==> config.mk <==
export PLATFORM = sky130hd
export DESIGN_NAME = cmwl_top
export DESIGN_NICKNAME = d
export VERILOG_FILES = /design/src/cmwl_pkg.sv /design/src/cmwl_filter.sv /design/src/cmwl_timer.sv /design/src/cmwl_top.sv
export SDC_FILE = /design/constraint.sdc
export NUM_CORES = 1
export LEC_CHECK = 0
export BUFFER_PORTS_ARGS = -buffer_cell sky130_fd_sc_hd__buf_2
export CAP_MARGIN = 0
export CORE_MARGIN = 2
export CORE_UTILIZATION = 29
export DETAILED_ROUTE_END_ITERATION = 8
export PLACE_DENSITY = 0.52
export SLEW_MARGIN = 20
export SYNTH_ARGS = -nofsm -noshare
export SYNTH_HDL_FRONTEND = slang
export SYNTH_SLANG_ARGS = --single-unit
==> constraint.sdc <==
create_clock -name clock_i -period 2.15 [get_ports clock_i]
set_input_delay 0.5375 -clock clock_i [delete_from_list [all_inputs] [get_ports clock_i]]
set_output_delay 0.5375 -clock clock_i [all_outputs]
set_load 0.02 [all_outputs]
==> src/cmwl_pkg.sv <==
// constants shared by the transceiver mode and wake logic
package cmwl_pkg;
	localparam int CLK_PERIOD_NS = 25; // 40 mhz time base
	// wake filter: one 2 us bit at 500 kbps must pass, so stay under it
	localparam int WAKE_FILTER_NS = 1800;
	localparam int WAKE_FILTER_CYC = (WAKE_FILTER_NS + CLK_PERIOD_NS - 1) / CLK_PERIOD_NS;
	localparam int WAKE_WINDOW_US = 1000; // longest pattern time, rounds down
	localparam int WAKE_WINDOW_CYC = (WAKE_WINDOW_US * 1000) / CLK_PERIOD_NS;
	localparam int MODE_SETTLE_US = 200; // least settle time, rounds up
	localparam int MODE_SETTLE_CYC = (MODE_SETTLE_US * 1000 + CLK_PERIOD_NS - 1) / CLK_PERIOD_NS;
	localparam int DOM_TIMEOUT_US = 1200; // dominant timeout, rounds up
	localparam int DOM_TIMEOUT_CYC = (DOM_TIMEOUT_US * 1000 + CLK_PERIOD_NS - 1) / CLK_PERIOD_NS;
	localparam int TIMER_WIDTH = 16;
	localparam int DIFF_WIDTH = 13;
	// differential thresholds in millivolts
	localparam logic signed [12:0] NORM_DOM_MV = 13'sh384; // 900 mv
	localparam logic signed [12:0] NORM_REC_MV = 13'sh1f4; // 500 mv
	localparam logic signed [12:0] LP_DOM_MV = 13'sh47e; // 1150 mv
	localparam logic signed [12:0] LP_REC_MV = 13'sh190; // 400 mv
	localparam bit DUAL_SUPPLY_DEF = 1'b1; // io supply variant by default
	typedef enum logic [1:0] {M_PROT, M_SETTLE, M_NORMAL, M_STANDBY} cmwl_mode_type;
	typedef enum logic [1:0] {W_IDLE, W_DOM1, W_REC, W_WOKE} cmwl_wake_type;
endpackage

==> src/cmwl_filter.sv <==
// bus state filter: a state counts only once held past the filter time
`timescale 1ns/10ps
`default_nettype none
module cmwl_filter #(
	parameter int WIDTH = 8, // counter width
	parameter int LIMIT = 72 // filter time in cycles
) (
	input wire logic clock_i, // system clock
	input wire logic rst_n_i, // synchronised reset, active low
	input wire logic clear_i, // back to recessive, count zero
	input wire logic dom_i, // bus above dominant threshold
	input wire logic rec_i, // bus below recessive threshold
	output logic qual_dom_o, // pulse: dominant became filtered
	output logic qual_rec_o, // pulse: recessive became filtered
	output logic held_dom_o // level: filtered dominant still present
);
	logic state_dom; // last clear state seen was dominant
	logic [WIDTH-1:0] cnt; // cycles held in that state
	wire logic same = state_dom ? dom_i : rec_i; // state still present
	wire logic grow = same && (cnt < WIDTH'(LIMIT)); // still counting

	// undefined band neither grows nor restarts the count
	always_ff @(posedge clock_i or negedge rst_n_i) begin
		if (!rst_n_i) begin
			state_dom <= 1'b0;
			cnt <= '0;
		end else if (clear_i) begin
			state_dom <= 1'b0;
			cnt <= '0;
		end else if (dom_i && !state_dom) begin
			state_dom <= 1'b1;
			cnt <= '0;
		end else if (rec_i && state_dom) begin
			state_dom <= 1'b0;
			cnt <= '0;
		end else if (grow) begin
			cnt <= cnt + 1'b1;
		end
	end

	wire logic hit = grow && (cnt == WIDTH'(LIMIT - 1)); // just passed limit
	assign qual_dom_o = hit && state_dom && !clear_i;
	assign qual_rec_o = hit && !state_dom && !clear_i;
	assign held_dom_o = state_dom && dom_i && (cnt == WIDTH'(LIMIT));
endmodule // cmwl_filter
`default_nettype wire

==> src/cmwl_timer.sv <==
// saturating cycle timer used for settle, window and dominant timeout
`timescale 1ns/10ps
`default_nettype none
module cmwl_timer #(
	parameter int WIDTH = 16, // counter width
	parameter int LIMIT = 8 // cycles until done
) (
	input wire logic clock_i, // system clock
	input wire logic rst_n_i, // synchronised reset, active low
	input wire logic clear_i, // restart from zero
	input wire logic run_i, // count this cycle
	output logic done_o // limit reached, level
);
	logic [WIDTH-1:0] cnt; // elapsed cycles

	// stops at the limit so done stays up until cleared
	always_ff @(posedge clock_i or negedge rst_n_i) begin
		if (!rst_n_i) begin
			cnt <= '0;
		end else if (clear_i) begin
			cnt <= '0;
		end else if (run_i && !done_o) begin
			cnt <= cnt + 1'b1;
		end
	end

	assign done_o = (cnt >= WIDTH'(LIMIT));
endmodule // cmwl_timer
`default_nettype wire

==> src/cmwl_top.sv <==
// mode control, fail-safe inputs and remote wake monitor of the transceiver
// Summary of operation
// - supply undervoltage gives protected state, bus undriven
// - supplies good: drive per tx, rx mirrors bus
// - dual supply, main low: standby_sel picks standby/protected
// - wait settle time after undervoltage before normal
// - open tx is recessive, open standby_sel standby
// - standby: driver off, rx high until wake
// - normal: tx low dominant, high recessive
// - normal: receiver on, rx follows bus
// - standby: bus undriven, weakly pulled to ground
// - wake monitor runs on io supply only
// - wake pattern: dominant, recessive, dominant, all filtered
// - unfiltered activity never resets pattern progress
// - wake on second dominant; later dominants pull rx
// - wake shows as rx low for dominant duration
// - state filtered only when held past filter time
// - filter passes 500 kbps bit in either state
// - pattern must finish within window, else restart
// - normal thresholds 0.9 v and 0.5 v; open high
// - standby thresholds 1.15 v and 0.4 v
// - dominant timeout disables driver until tx recessive
// - overtemperature disables driver, receive path stays
`timescale 1ns/10ps
`default_nettype none
module cmwl_top import cmwl_pkg::*; #(
	parameter bit DUAL_SUPPLY = DUAL_SUPPLY_DEF, // io supply variant present
	parameter int WINDOW_CYC = WAKE_WINDOW_CYC, // wake window in cycles
	parameter int SETTLE_CYC = MODE_SETTLE_CYC, // mode settle in cycles
	parameter int DTO_CYC = DOM_TIMEOUT_CYC // dominant timeout in cycles
) (
	input wire logic clock_i, // 40 mhz clock
	input wire logic rst_n_i, // async reset, active low
	input wire logic main_uv_i, // main supply below main_uv_thresh
	input wire logic io_uv_i, // io_supply below io_uv_thresh
	input wire logic overtemp_i, // overtemp_shutdown active
	input wire logic tx_in_i, // transmit data, low is dominant
	input wire logic tx_open_i, // tx_in pin floating
	input wire logic standby_sel_i, // high selects standby
	input wire logic standby_open_i, // standby_sel pin floating
	input wire logic signed [DIFF_WIDTH-1:0] bus_diff_mv_i, // bus_diff_voltage, mv
	input wire logic bus_open_i, // bus lines open
	output logic canh_o, // canh drive level
	output logic canh_oe_n_o, // canh enable, low while driven
	output logic canl_o, // canl drive level
	output logic canl_oe_n_o, // canl enable, low while driven
	output logic bias_mid_o, // recessive bias to half supply
	output logic bias_gnd_o, // weak pull of bus to ground
	output logic rx_out_o, // receive data to controller
	output logic rx_out_oe_n_o, // rx enable, low while driven
	output logic normal_o, // device in normal mode
	output logic dto_fault_o // dominant timeout active
);
	logic rst_meta; // first reset stage
	logic rst_n; // synchronised reset
	cmwl_mode_type mode; // operating mode
	cmwl_mode_type next_mode; // mode next cycle
	cmwl_wake_type wk; // wake monitor state
	cmwl_wake_type next_wk; // wake state next cycle
	logic tx_prev; // last effective tx level
	logic dto_armed; // falling tx edge seen in normal
	logic main_lost; // standby held on io supply only

	// reset is released through two flops
	always_ff @(posedge clock_i or negedge rst_n_i) begin
		if (!rst_n_i) begin
			rst_meta <= 1'b0;
			rst_n <= 1'b0;
		end else begin
			rst_meta <= 1'b1;
			rst_n <= rst_meta;
		end
	end

	// fail-safe bias of floating logic pins
	wire logic tx_eff = tx_open_i | tx_in_i;
	wire logic stb_eff = standby_open_i | standby_sel_i;

	// supply decoding
	wire logic uv_block = main_uv_i | (DUAL_SUPPLY & io_uv_i);
	wire logic stby_uv = DUAL_SUPPLY & main_uv_i & ~io_uv_i & stb_eff;
	wire logic rx_hiz = DUAL_SUPPLY ? io_uv_i : main_uv_i;

	// receiver classification, normal and low-power thresholds
	wire logic norm_dom = !bus_open_i && (bus_diff_mv_i >= NORM_DOM_MV);
	wire logic norm_rec = bus_open_i || (bus_diff_mv_i <= NORM_REC_MV);
	wire logic lp_dom = !bus_open_i && (bus_diff_mv_i >= LP_DOM_MV);
	wire logic lp_rec = bus_open_i || (bus_diff_mv_i <= LP_REC_MV);

	// timers, each a plain cycle count
	logic settle_done; // settle time over
	logic win_done; // wake window expired
	logic dto_done; // tx held dominant too long
	cmwl_timer #(.WIDTH(TIMER_WIDTH), .LIMIT(SETTLE_CYC)) u_settle (
		.clock_i(clock_i),
		.rst_n_i(rst_n),
		.clear_i(mode != M_SETTLE),
		.run_i(1'b1),
		.done_o(settle_done)
	);
	wire logic win_run = (wk == W_DOM1) || (wk == W_REC); // pattern under way
	cmwl_timer #(.WIDTH(TIMER_WIDTH), .LIMIT(WINDOW_CYC)) u_window (
		.clock_i(clock_i),
		.rst_n_i(rst_n),
		.clear_i(!win_run),
		.run_i(1'b1),
		.done_o(win_done)
	);
	cmwl_timer #(.WIDTH(TIMER_WIDTH), .LIMIT(DTO_CYC)) u_dto (
		.clock_i(clock_i),
		.rst_n_i(rst_n),
		.clear_i(!dto_armed),
		.run_i(1'b1),
		.done_o(dto_done)
	);

	// low-power bus filter only runs in standby
	logic qual_dom; // filtered dominant pulse
	logic qual_rec; // filtered recessive pulse
	logic held_dom; // filtered dominant level
	cmwl_filter #(.WIDTH(8), .LIMIT(WAKE_FILTER_CYC)) u_filter (
		.clock_i(clock_i),
		.rst_n_i(rst_n),
		.clear_i(mode != M_STANDBY),
		.dom_i(lp_dom),
		.rec_i(lp_rec),
		.qual_dom_o(qual_dom),
		.qual_rec_o(qual_rec),
		.held_dom_o(held_dom)
	);

	// mode selection; undervoltage outranks the mode pin
	always_comb begin
		next_mode = mode;
		if (stby_uv) begin
			next_mode = M_STANDBY;
		end else if (uv_block) begin
			next_mode = M_PROT;
		end else begin
			unique case (mode)
				M_PROT: begin
					next_mode = M_SETTLE;
				end
				M_SETTLE: begin
					if (settle_done) begin
						next_mode = stb_eff ? M_STANDBY : M_NORMAL;
					end
				end
				M_NORMAL: begin
					if (stb_eff) begin
						next_mode = M_STANDBY;
					end
				end
				M_STANDBY: begin
					// supply came back under standby: settle first
					if (!stb_eff) begin
						next_mode = main_lost ? M_SETTLE : M_NORMAL;
					end
				end
			endcase
		end
	end

	// wake monitor; a late pattern loses to the window
	always_comb begin
		next_wk = wk;
		if (mode != M_STANDBY) begin
			next_wk = W_IDLE;
		end else begin
			unique case (wk)
				W_IDLE: begin
					if (qual_dom) begin
						next_wk = W_DOM1;
					end
				end
				W_DOM1: begin
					if (win_done) begin
						next_wk = W_IDLE;
					end else if (qual_rec) begin
						next_wk = W_REC;
					end
				end
				W_REC: begin
					if (win_done) begin
						next_wk = W_IDLE;
					end else if (qual_dom) begin
						next_wk = W_WOKE;
					end
				end
				W_WOKE: begin
					next_wk = W_WOKE; // held until standby mode is left
				end
			endcase
		end
	end

	// state registers
	always_ff @(posedge clock_i or negedge rst_n) begin
		if (!rst_n) begin
			mode <= M_PROT;
			wk <= W_IDLE;
		end else begin
			mode <= next_mode;
			wk <= next_wk;
		end
	end

	// dominant timeout arms only on a falling tx edge in normal mode
	wire logic tx_fall = tx_prev && !tx_eff;
	always_ff @(posedge clock_i or negedge rst_n) begin
		if (!rst_n) begin
			tx_prev <= 1'b1;
			dto_armed <= 1'b0;
			main_lost <= 1'b0;
		end else begin
			tx_prev <= tx_eff;
			if (mode != M_NORMAL || tx_eff) begin
				dto_armed <= 1'b0;
			end else if (tx_fall) begin
				dto_armed <= 1'b1;
			end
			if (stby_uv) begin
				main_lost <= 1'b1;
			end else if (mode != M_STANDBY) begin
				main_lost <= 1'b0;
			end
		end
	end

	// output decode
	wire logic drv_en = (mode == M_NORMAL) && !dto_done && !overtemp_i;
	wire logic drv_dom = drv_en && !tx_eff;
	wire logic rx_norm = norm_dom ? 1'b0 : (norm_rec ? 1'b1 : rx_out_o);
	// the qualifying dominant itself already shows on rx, so the wake edge is not late
	// by a cycle; before the pattern completes rx stays high
	wire logic woke_now = (wk == W_WOKE) || (next_wk == W_WOKE);
	wire logic rx_stby = woke_now ? !(held_dom || qual_dom) : 1'b1;
	wire logic rx_next = (mode == M_NORMAL) ? rx_norm : ((mode == M_STANDBY) ? rx_stby : 1'b1);

	// registered pin drive; undriven lines have enable high
	always_ff @(posedge clock_i or negedge rst_n) begin
		if (!rst_n) begin
			canh_o <= 1'b0;
			canl_o <= 1'b1;
			canh_oe_n_o <= 1'b1;
			canl_oe_n_o <= 1'b1;
			bias_mid_o <= 1'b0;
			bias_gnd_o <= 1'b0;
			rx_out_o <= 1'b1;
			rx_out_oe_n_o <= 1'b1;
			normal_o <= 1'b0;
			dto_fault_o <= 1'b0;
		end else begin
			canh_o <= 1'b1;
			canl_o <= 1'b0;
			canh_oe_n_o <= !drv_dom;
			canl_oe_n_o <= !drv_dom;
			bias_mid_o <= (mode == M_NORMAL);
			bias_gnd_o <= (mode == M_STANDBY);
			rx_out_o <= rx_next;
			rx_out_oe_n_o <= rx_hiz;
			normal_o <= (mode == M_NORMAL);
			dto_fault_o <= dto_done;
		end
	end

	// checks
	uv_prot_a: assert property (@(posedge clock_i) disable iff (!rst_n)
		main_uv_i || io_uv_i |-> ##2 canh_oe_n_o && canl_oe_n_o)
		else $error("bus driven under undervoltage");
	settle_a: assert property (@(posedge clock_i) disable iff (!rst_n)
		mode == M_SETTLE && !settle_done |=> mode != M_NORMAL)
		else $error("normal entered before settle time");
	dto_a: assert property (@(posedge clock_i) disable iff (!rst_n)
		dto_done |=> canh_oe_n_o && dto_fault_o)
		else $error("driver active after dominant timeout");
	dto_arm_a: assert property (@(posedge clock_i) disable iff (!rst_n)
		mode == M_NORMAL && !dto_armed && !tx_fall |=> !dto_armed)
		else $error("timeout armed without falling edge");
	tsd_off_a: assert property (@(posedge clock_i) disable iff (!rst_n)
		overtemp_i |=> canh_oe_n_o && canl_oe_n_o)
		else $error("driver active in overtemperature");
	stby_rx_a: assert property (@(posedge clock_i) disable iff (!rst_n)
		mode == M_STANDBY && wk != W_WOKE && next_wk != W_WOKE |=> rx_out_o)
		else $error("rx low in standby before wake");
	stby_bias_a: assert property (@(posedge clock_i) disable iff (!rst_n)
		mode == M_STANDBY |=> bias_gnd_o && canh_oe_n_o && canl_oe_n_o)
		else $error("standby bus not floating to ground");
	wake_seq_a: assert property (@(posedge clock_i) disable iff (!rst_n)
		wk == W_REC && !qual_dom |=> wk != W_WOKE)
		else $error("wake without second filtered dominant");
	wake_rx_a: assert property (@(posedge clock_i) disable iff (!rst_n)
		mode == M_STANDBY && wk == W_REC && qual_dom && !win_done && !stby_uv && stb_eff |=> !rx_out_o)
		else $error("wake not shown on rx");
	window_a: assert property (@(posedge clock_i) disable iff (!rst_n)
		win_done && (wk == W_DOM1 || wk == W_REC) |=> wk == W_IDLE)
		else $error("pattern kept past window");
	norm_rx_a: assert property (@(posedge clock_i) disable iff (!rst_n)
		mode == M_NORMAL && norm_dom |=> !rx_out_o)
		else $error("rx high on dominant bus");
	open_rx_a: assert property (@(posedge clock_i) disable iff (!rst_n)
		mode == M_NORMAL && bus_open_i |=> rx_out_o)
		else $error("rx low on open bus");
	clear_a: assert property (@(posedge clock_i) disable iff (!rst_n)
		mode == M_NORMAL |=> wk == W_IDLE)
		else $error("wake state kept in normal mode");

	// mode, pin and monitor checks
	rx_hiz_a: assert property (@(posedge clock_i) disable iff (!rst_n)
		rx_hiz |=> rx_out_oe_n_o)
		else $error("rx driven without io supply");
	prot_rx_a: assert property (@(posedge clock_i) disable iff (!rst_n)
		mode == M_PROT |=> rx_out_o)
		else $error("rx not recessive in protected state");
	stby_uv_a: assert property (@(posedge clock_i) disable iff (!rst_n)
		stby_uv |=> mode == M_STANDBY)
		else $error("standby lost on io supply only");
	drv_dom_a: assert property (@(posedge clock_i) disable iff (!rst_n)
		drv_dom |=> !canh_oe_n_o && !canl_oe_n_o)
		else $error("dominant not driven");
	bias_mid_a: assert property (@(posedge clock_i) disable iff (!rst_n)
		mode == M_NORMAL |=> bias_mid_o && !bias_gnd_o)
		else $error("normal bias missing");
	dto_clear_a: assert property (@(posedge clock_i) disable iff (!rst_n)
		tx_eff |=> !dto_armed)
		else $error("timeout kept with tx recessive");
	wake_idle_a: assert property (@(posedge clock_i) disable iff (!rst_n)
		mode == M_STANDBY && wk == W_IDLE && !qual_dom |=> wk == W_IDLE)
		else $error("pattern started without filtered dominant");
	wake_hold_a: assert property (@(posedge clock_i) disable iff (!rst_n)
		mode == M_STANDBY && wk == W_DOM1 && !win_done && !qual_rec |=> wk == W_DOM1)
		else $error("pattern progress lost");
	filt_dom_a: assert property (@(posedge clock_i) disable iff (!rst_n)
		qual_dom |-> lp_dom && mode == M_STANDBY)
		else $error("dominant qualified without bus dominant");
	norm_rec_a: assert property (@(posedge clock_i) disable iff (!rst_n)
		mode == M_NORMAL && norm_rec |=> rx_out_o)
		else $error("rx low on recessive bus");

	// cover points for the main scenarios
	wake_c: cover property (@(posedge clock_i) disable iff (!rst_n) wk == W_REC ##1 wk == W_WOKE);
	timeout_c: cover property (@(posedge clock_i) disable iff (!rst_n) win_done && wk == W_REC);
	dto_c: cover property (@(posedge clock_i) disable iff (!rst_n) dto_done && !tx_eff);
	settle_c: cover property (@(posedge clock_i) disable iff (!rst_n) mode == M_SETTLE ##1 mode == M_NORMAL);
endmodule // cmwl_top
`default_nettype wire

==> results.py, run 1 <==
metrics = {
    "sta": {
        "fin_ws_ns": -0.0777,
        "hold_viol": 0,
        "fmax_ghz": 0.449,
        "worst_pin_slew_ns": 0.641,
        "setup_violations": 7,
        "post-route-min-period_ns": 2.23,
        "fin_crit_sh_pct": 104,
        "rsz0062_at_grt": "yes",
        "skew_ns": 0.00741,
        "hold_slack_ns": 0.273,
        "slew_violations": 0,
        "fin_setup_tns_ns": -0.278,
        "slew_headroom_pct": 56.9,
    },
    "place": {
        "dp.cells": 607,
        "io_buffers": 32,
        "dp_hpwl_um": 5420,
        "place.gp.congestion": 0.755,
    },
    "global_routing": {
        "antenna_found_initial": 0,
        "grt_remaining_overflow": 0,
        "grt_max_degree": 73,
        "grt_pass1_wl_um": 13200,
        "grt_pass1_vias": 2883,
        "track_usage_pct": 11.4,
    },
    "cts": {
        "cts_buffers": 9,
        "cts_root_buffer": "clkbuf_16",
        "clkSinkCount": 74,
        "clk_latency_ns": 0.33,
        "cts_buffer_depth": 2,
        "clk_pin_slew_ns": 0.06,
        "htree_levels": 3,
        "cts_tree": "yes",
    },
    "final_layout": {
        "area_delta_synth_final_pct": 22.8,
        "finalNetCount": 483,
        "layout.cells.non_filler": 625,
        "fin_util_pct": 36.7,
        "nFillCells": 1324,
        "drive_gt1_share_pct": 19.0,
        "num_antenna_cells": 0,
    },
    "worst_setup_path": {
        "cpPeakStageDelay_ns": 0.56,
        "startpoint": "bus_diff_mv_i[9]",
        "r2r_start": "u_filter.cnt[4]",
        "crit_slowest_cell": "or4_4",
        "crit_chain": "buf_6 -> or4_4 -> or4_4 -> and2_4 -> or3_4 -> a31oi_4 -> a21oi_1",
        "start_kind": "input port",
        "cp_data_required_time_ns": 2.40,
        "cp_common_cell": "or4_4",
        "arrival_ns": 2.48,
        "critPathKind": "input port to flip-flop",
        "reg2reg_depth": 6,
        "crit_path_end_kind": "flip-flop",
        "critPathMaxFanout": 5,
    },
    "floorplanning": {
        "ioPinCount": 33,
        "fp.coreArea_sq_mm": 0.0127,
        "die_w_um": 119,
        "die_h_um": 119,
        "start_util_pct": 29.9,
        "dieArea_sq_mm": 0.0141,
        "num_rows": 41,
    },
    "synth": {
        "syn_inst": 391,
        "ys.flop_type": "dfrtp_1",
        "ys_warn_count": 0,
        "synthArstFlopShare_pct": 100,
        "ys_seq_area_share_pct": 48.8,
        "yosys.cell_types.count": 50,
        "yosys.area.top_type": "dfrtp_1",
        "synthTopCellsByArea": "dfrtp_1 45%, xnor2_1 5.3%, and2_1 4.1%",
        "syn_area_sq_mm": 0.00380,
        "syn_avg_cell_area_sq_um": 9.73,
        "synth_top_area_share_pct": 45.4,
        "synth-edff-count": 0,
        "synth_common_cells": "69 x dfrtp_1, 35 x nor2_1, 28 x inv_1",
        "yosysMostFrequentCell": "dfrtp_1",
        "synth_seq_cells": 74,
    },
    "routing": {
        "initialDrtViolationCount": 176,
        "vias_per_cell": 4.59,
        "first_pass_iters": 4,
        "drc_errors": 0,
        "drt-wirelength-per-cell_um": 12.2,
        "vias": 2866,
        "wl_um": 7640,
        "antenna_left": 0,
    },
    "power": {
        "sequentialPowerShare_pct": 48.3,
        "power_frac_comb_pct": 5.6,
        "p_per_area_mw_per_mm2": 632,
        "ir_drop_v": 0.000339,
        "switching_power_mw": 0.699,
        "power_frac_clock_pct": 46.1,
        "intPower_mw": 2.25,
        "leakage_nw": 1.98,
        "sw_frac_of_total_pct": 23.7,
    },
    "outcome": {
        "violations": "negative setup slack",
        "status": "finished, violations left",
    },
    "flow_run": {
        "max_cap_violations": 0,
    },
    "min_path": {
        "hold_class": "flip-flop to async pin",
    },
}
## cell usage in the layout (no fill, tap or decap), drive strengths merged, types with 4 or more instances in the layout
cell type	instances
o2111ai	4
nor3	10
a31oi	6
and3	8
clkinv	4
clkbuf	9
and2	26
dfrtp	69
xor2	16
nor4	4
nor2	35
ha	12
inv	28
or3	10
dfstp	5
o21ai	15
nor2b	7
o211ai	5
nand3	17
xnor2	23
a21oi	11
buf	51
nand2	24
nand4	12
a21boi	6
## power groups by stage
stage / Clock (mW) / Combinational (mW) / Sequential (mW)
floorplan: 0 / 0.0615 / 1.48
global placement: 0 / 0.158 / 1.45
finish: 1.36 / 0.164 / 1.43
CTS: 1.40 / 0.167 / 1.43
global route: 1.46 / 0.186 / 1.43
detailed placement: 0 / 0.160 / 1.45
## kinds of logic (layout without fill, tap and decap cells)
group	Yosys count	in the layout	share of synthesized area, %
AO/OA/AOI/OAI	64	64	11.1
XOR/XNOR	39	39	8.98
adder cells (fa/ha/maj)	12	12	3.95
buffers and inverters	35	96	3.65
flip-flops	74	74	48.8
multiplexers	1	1	0.263
other	2	3	0.197
AND/OR/NAND/NOR	164	164	23.0
## registers in the layout, summed over array words and instances (netlist names), 2 cells and up
name,cells
mode,2
u_window.cnt,16
u_settle.cnt,16
wk,2
u_filter.cnt,8
u_dto.cnt,16
## worst max-delay path, delay by kind of cell
kind,cells,cell delay [ns]
AO/OA/AOI/OAI,2,0.24
buffers and inverters,1,0.09
AND/OR/NAND/NOR,4,1.62
## path summary, 6_finish.rpt
kind                            slack (ns)           end
min in group clock_i                  0.35         rst_n
worst min-delay path                  0.27  u_dto.cnt[1]
worst min register to register        0.27  u_dto.cnt[1]
max in group asynchronous             1.51        canl_o
worst max register to register        0.20      rx_out_o
worst max-delay path                 -0.08      rx_out_o
## metrics by stage
step / setup slack, ns / instance area, sq um / power [mW]
after global placement: -0.427 / 4310 / 1.61
after global routing: -0.166 / 4670 / 3.07
after CTS: -0.0876 / 4640 / 2.99
after floorplan: -0.267 / 3820 / 1.54
final: -0.0777 / 4670 / 2.95
after detailed placement: -0.487 / 4310 / 1.61
## routing by layer
metal / up-vias / wire length [um] / track usage, %
li1: 1458 / - / -
met1: 1370 / 3700 / 14.5
met2: 36 / 3700 / 18.9
met3: 2 / 227 / 2.90
met4: 0 / 25 / 3.35
met5: - / 0 / 0
## final cells by class
class                           count  area (sq um)  share of cell area [%]
Sequential cell                    74          1860                    39.8
Clock buffer                        9           225                    4.82
Tap cell                          172           215                    4.61
Multi-Input combinational cell    283          1870                    40.0
Inverter                           28           105                    2.25
Clock inverter                      7          46.3                   0.991
Timing Repair Buffer               52           349                    7.47
## what timing repair did
item / CTS / global route
hold buffers: 1 / 0
buffers inserted: 1 / 0
resized for setup: 8 / 6
pin swaps: 7 / 6
endpoints found under the hold margin: 2 / 0
endpoints found under the setup margin: 9 / 10
Power figures use the tool's default switching activity.
==> run 2: changes to the inputs <==
--- a/config.mk
+++ b/config.mk
@@ -7,6 +7,7 @@
 export LEC_CHECK = 0
 export BUFFER_PORTS_ARGS = -buffer_cell sky130_fd_sc_hd__buf_2
 export CAP_MARGIN = 0
+export CORE_ASPECT_RATIO = 0.7
 export CORE_MARGIN = 2
 export CORE_UTILIZATION = 29
 export DETAILED_ROUTE_END_ITERATION = 8
==> run 2 against run 1 <==
Net effect:
- the flow now finishes without violations
- highest routed layer unchanged
- non-clock buffer count is 5 higher
- worst setup slack better by 0.087 ns
- final area rose by 2.3%
- sequential power hardly changed
- wire length rose by 3.2%
- combinational power is 5% higher
- hold slack improved by 0.021 ns
- largest cell class unchanged
- clock power up 36%
- sequential cell count stayed put
- global-route usage grew 0.92 points
- via count rose by 2.4%
- cell count decreased by 0.80%
==> results.py, run 2 (synthesis gave the netlist of run 1 again) <==
metrics = {
    "routing": {
        "drt-wirelength-per-cell_um": 12.7,
        "first_pass_iters": 4,
        "antenna_left": 0,
        "vias": 2934,
        "drc_errors": 0,
        "wl_um": 7890,
        "vias_per_cell": 4.73,
        "initialDrtViolationCount": 168,
    },
    "power": {
        "leakage_nw": 2.06,
        "finalPower_mw": 3.45,
        "p_per_area_mw_per_mm2": 722,
        "ir_drop_v": 0.000391,
    },
    "sta": {
        "hold_slack_ns": 0.294,
        "fmax_ghz": 0.467,
        "slew_headroom_pct": 52.0,
        "post-route-min-period_ns": 2.14,
        "slew_violations": 0,
        "worst_pin_slew_ns": 0.710,
        "setup_violations": 0,
        "fin_crit_sh_pct": 99.6,
        "hold_viol": 0,
        "skew_ns": 0.00658,
        "rsz0062_at_grt": "yes",
    },
    "final_layout": {
        "area_delta_synth_final_pct": 25.5,
        "reg.largest.list": "u_dto.cnt: 16 flops, u_settle.cnt: 16 flops, u_window.cnt: 16 flops",
        "final_common_cell": "dfrtp_1",
        "mostFrequentLayoutCells": "68 x dfrtp_1, 35 x nor2_1, 30 x buf_2",
        "finalNetCount": 488,
        "num_antenna_cells": 0,
        "drive_gt1_share_pct": 19.7,
    },
    "place": {
        "place.gp.congestion": 0.856,
        "io_buffers": 32,
        "dp_hpwl_um": 5380,
    },
    "worst_setup_path": {
        "crit_chain": "buf_6 -> or4_4 -> or4_4 -> and2_4 -> or3_4 -> a31oi_4 -> a21oi_1",
        "crit_slowest_cell": "or4_4",
        "cp_data_required_time_ns": 2.41,
        "critPathKind": "input port to flip-flop",
        "critPathMaxFanout": 5,
        "cpPeakStageDelay_ns": 0.53,
        "crit_buf_inv": 1,
        "crit_path_end_kind": "flip-flop",
        "start_kind": "input port",
        "arrival_ns": 2.40,
        "critPathTopFamily": "simple AND/OR/NAND/NOR gates",
        "cp_common_cell": "or4_4",
    },
    "floorplanning": {
        "num_rows": 34,
        "fp.coreArea_sq_mm": 0.0126,
        "die_h_um": 99.8,
        "ioPinCount": 33,
        "start_util_pct": 30.2,
        "die_w_um": 141,
        "dieArea_sq_mm": 0.0141,
    },
    "global_routing": {
        "antenna_found_initial": 0,
        "grt_remaining_overflow": 0,
        "grt_pass1_wl_um": 13900,
        "grt_max_degree": 73,
        "grt_pass1_vias": 2968,
        "track_usage_pct": 12.3,
    },
    "flow_run": {
        "max_cap_violations": 0,
    },
    "min_path": {
        "hold_class": "flip-flop to async pin",
    },
    "outcome": {
        "status": "complete, no violations",
    },
    "cts": {
        "clk_latency_ns": 0.33,
        "cts_buffer_depth": 2,
        "cts_tree": "yes",
        "cts_buffers": 9,
        "cts_root_buffer": "clkbuf_16",
        "clk_pin_slew_ns": 0.06,
        "htree_levels": 3,
        "clkSinkCount": 74,
    },
}
[run 2: cell types whose count changed in the layout (fill, tap and decap cells not counted), sizes merged]
cell,change
buf,+5
bufinv,+4
clkbuf,+1
clkinv,-3
clkinvlp,-3
inv,+1
[run 2: path summary, 6_finish.rpt]
check	startpoint	slack (ns)	cells past startpoint	endpoint
setup / recovery	bus_diff_mv_i[9]	0.009	7	rx_out_o
hold / removal	rst_n	0.29	1	normal_o
setup reg to reg	u_window.cnt[8]	0.19	7	u_window.cnt[14]
hold reg to reg	rst_n	0.29	1	normal_o
max in group asynchronous	rst_n	1.52	1	rx_out_oe_n_o
min in group clock_i	io_uv_i	0.35	1	rx_out_oe_n_o
[run 2: through the flow]
step / area (sq um) / TNS (ns) / std cells / setup slack, ns / utilization [%]
6_report: 4780 / 0 / 620 / 0.00897 / 37.9
5_1_grt: 4780 / -0.00117 / 620 / -0.00117 / 37.9
4_1_cts: 4720 / 0 / 619 / 0.00803 / 37.5
3_5_place_dp: 4340 / -4.63 / 602 / -0.481 / 34.4
3_3_place_gp: 4340 / -4.37 / 602 / -0.433 / 34.4
2_1_floorplan: 3820 / -1.57 / 392 / -0.267 / -
[run 2: layer usage]
layer	vias to the layer above	track usage, %	share of wire [%]	wire [um]
li1	1473	-	-	-
met1	1403	16.6	51	4030
met2	47	19.1	44	3480
met3	11	3.48	3.5	274
met4	0	4.08	1.3	103
met5	-	0	0	0
[run 2: cell type report]
class	count	area, sq um
sequential	74	1860
fill	1267	7820
tap	162	203
clock buffer	10	229
multi-input combinational	283	1870
clock inverter	6	138
inverter	28	105
timing repair buffer	57	375
[run 2: where the power goes]
group / internal, mW / switching (mW) / total, mW / leakage (nW)
sequential: 1.41 / 0.0135 / 1.43 / 1.00
clock: 1.26 / 0.593 / 1.85 / 0.177
combinational: 0.0705 / 0.102 / 0.173 / 0.877
total: 2.74 / 0.708 / 3.45 / 2.06
[run 2: what timing repair did]
action | 4_1_cts | 5_1_grt
hold buffers | 1 | 0
buffers inserted | 0 | 1
cloned | 0 | 0
gates resized for setup | 1 | 9
pin swaps | 3 | 0
setup endpoints to repair | 10 | 9
endpoints found under the hold margin | 2 | 0
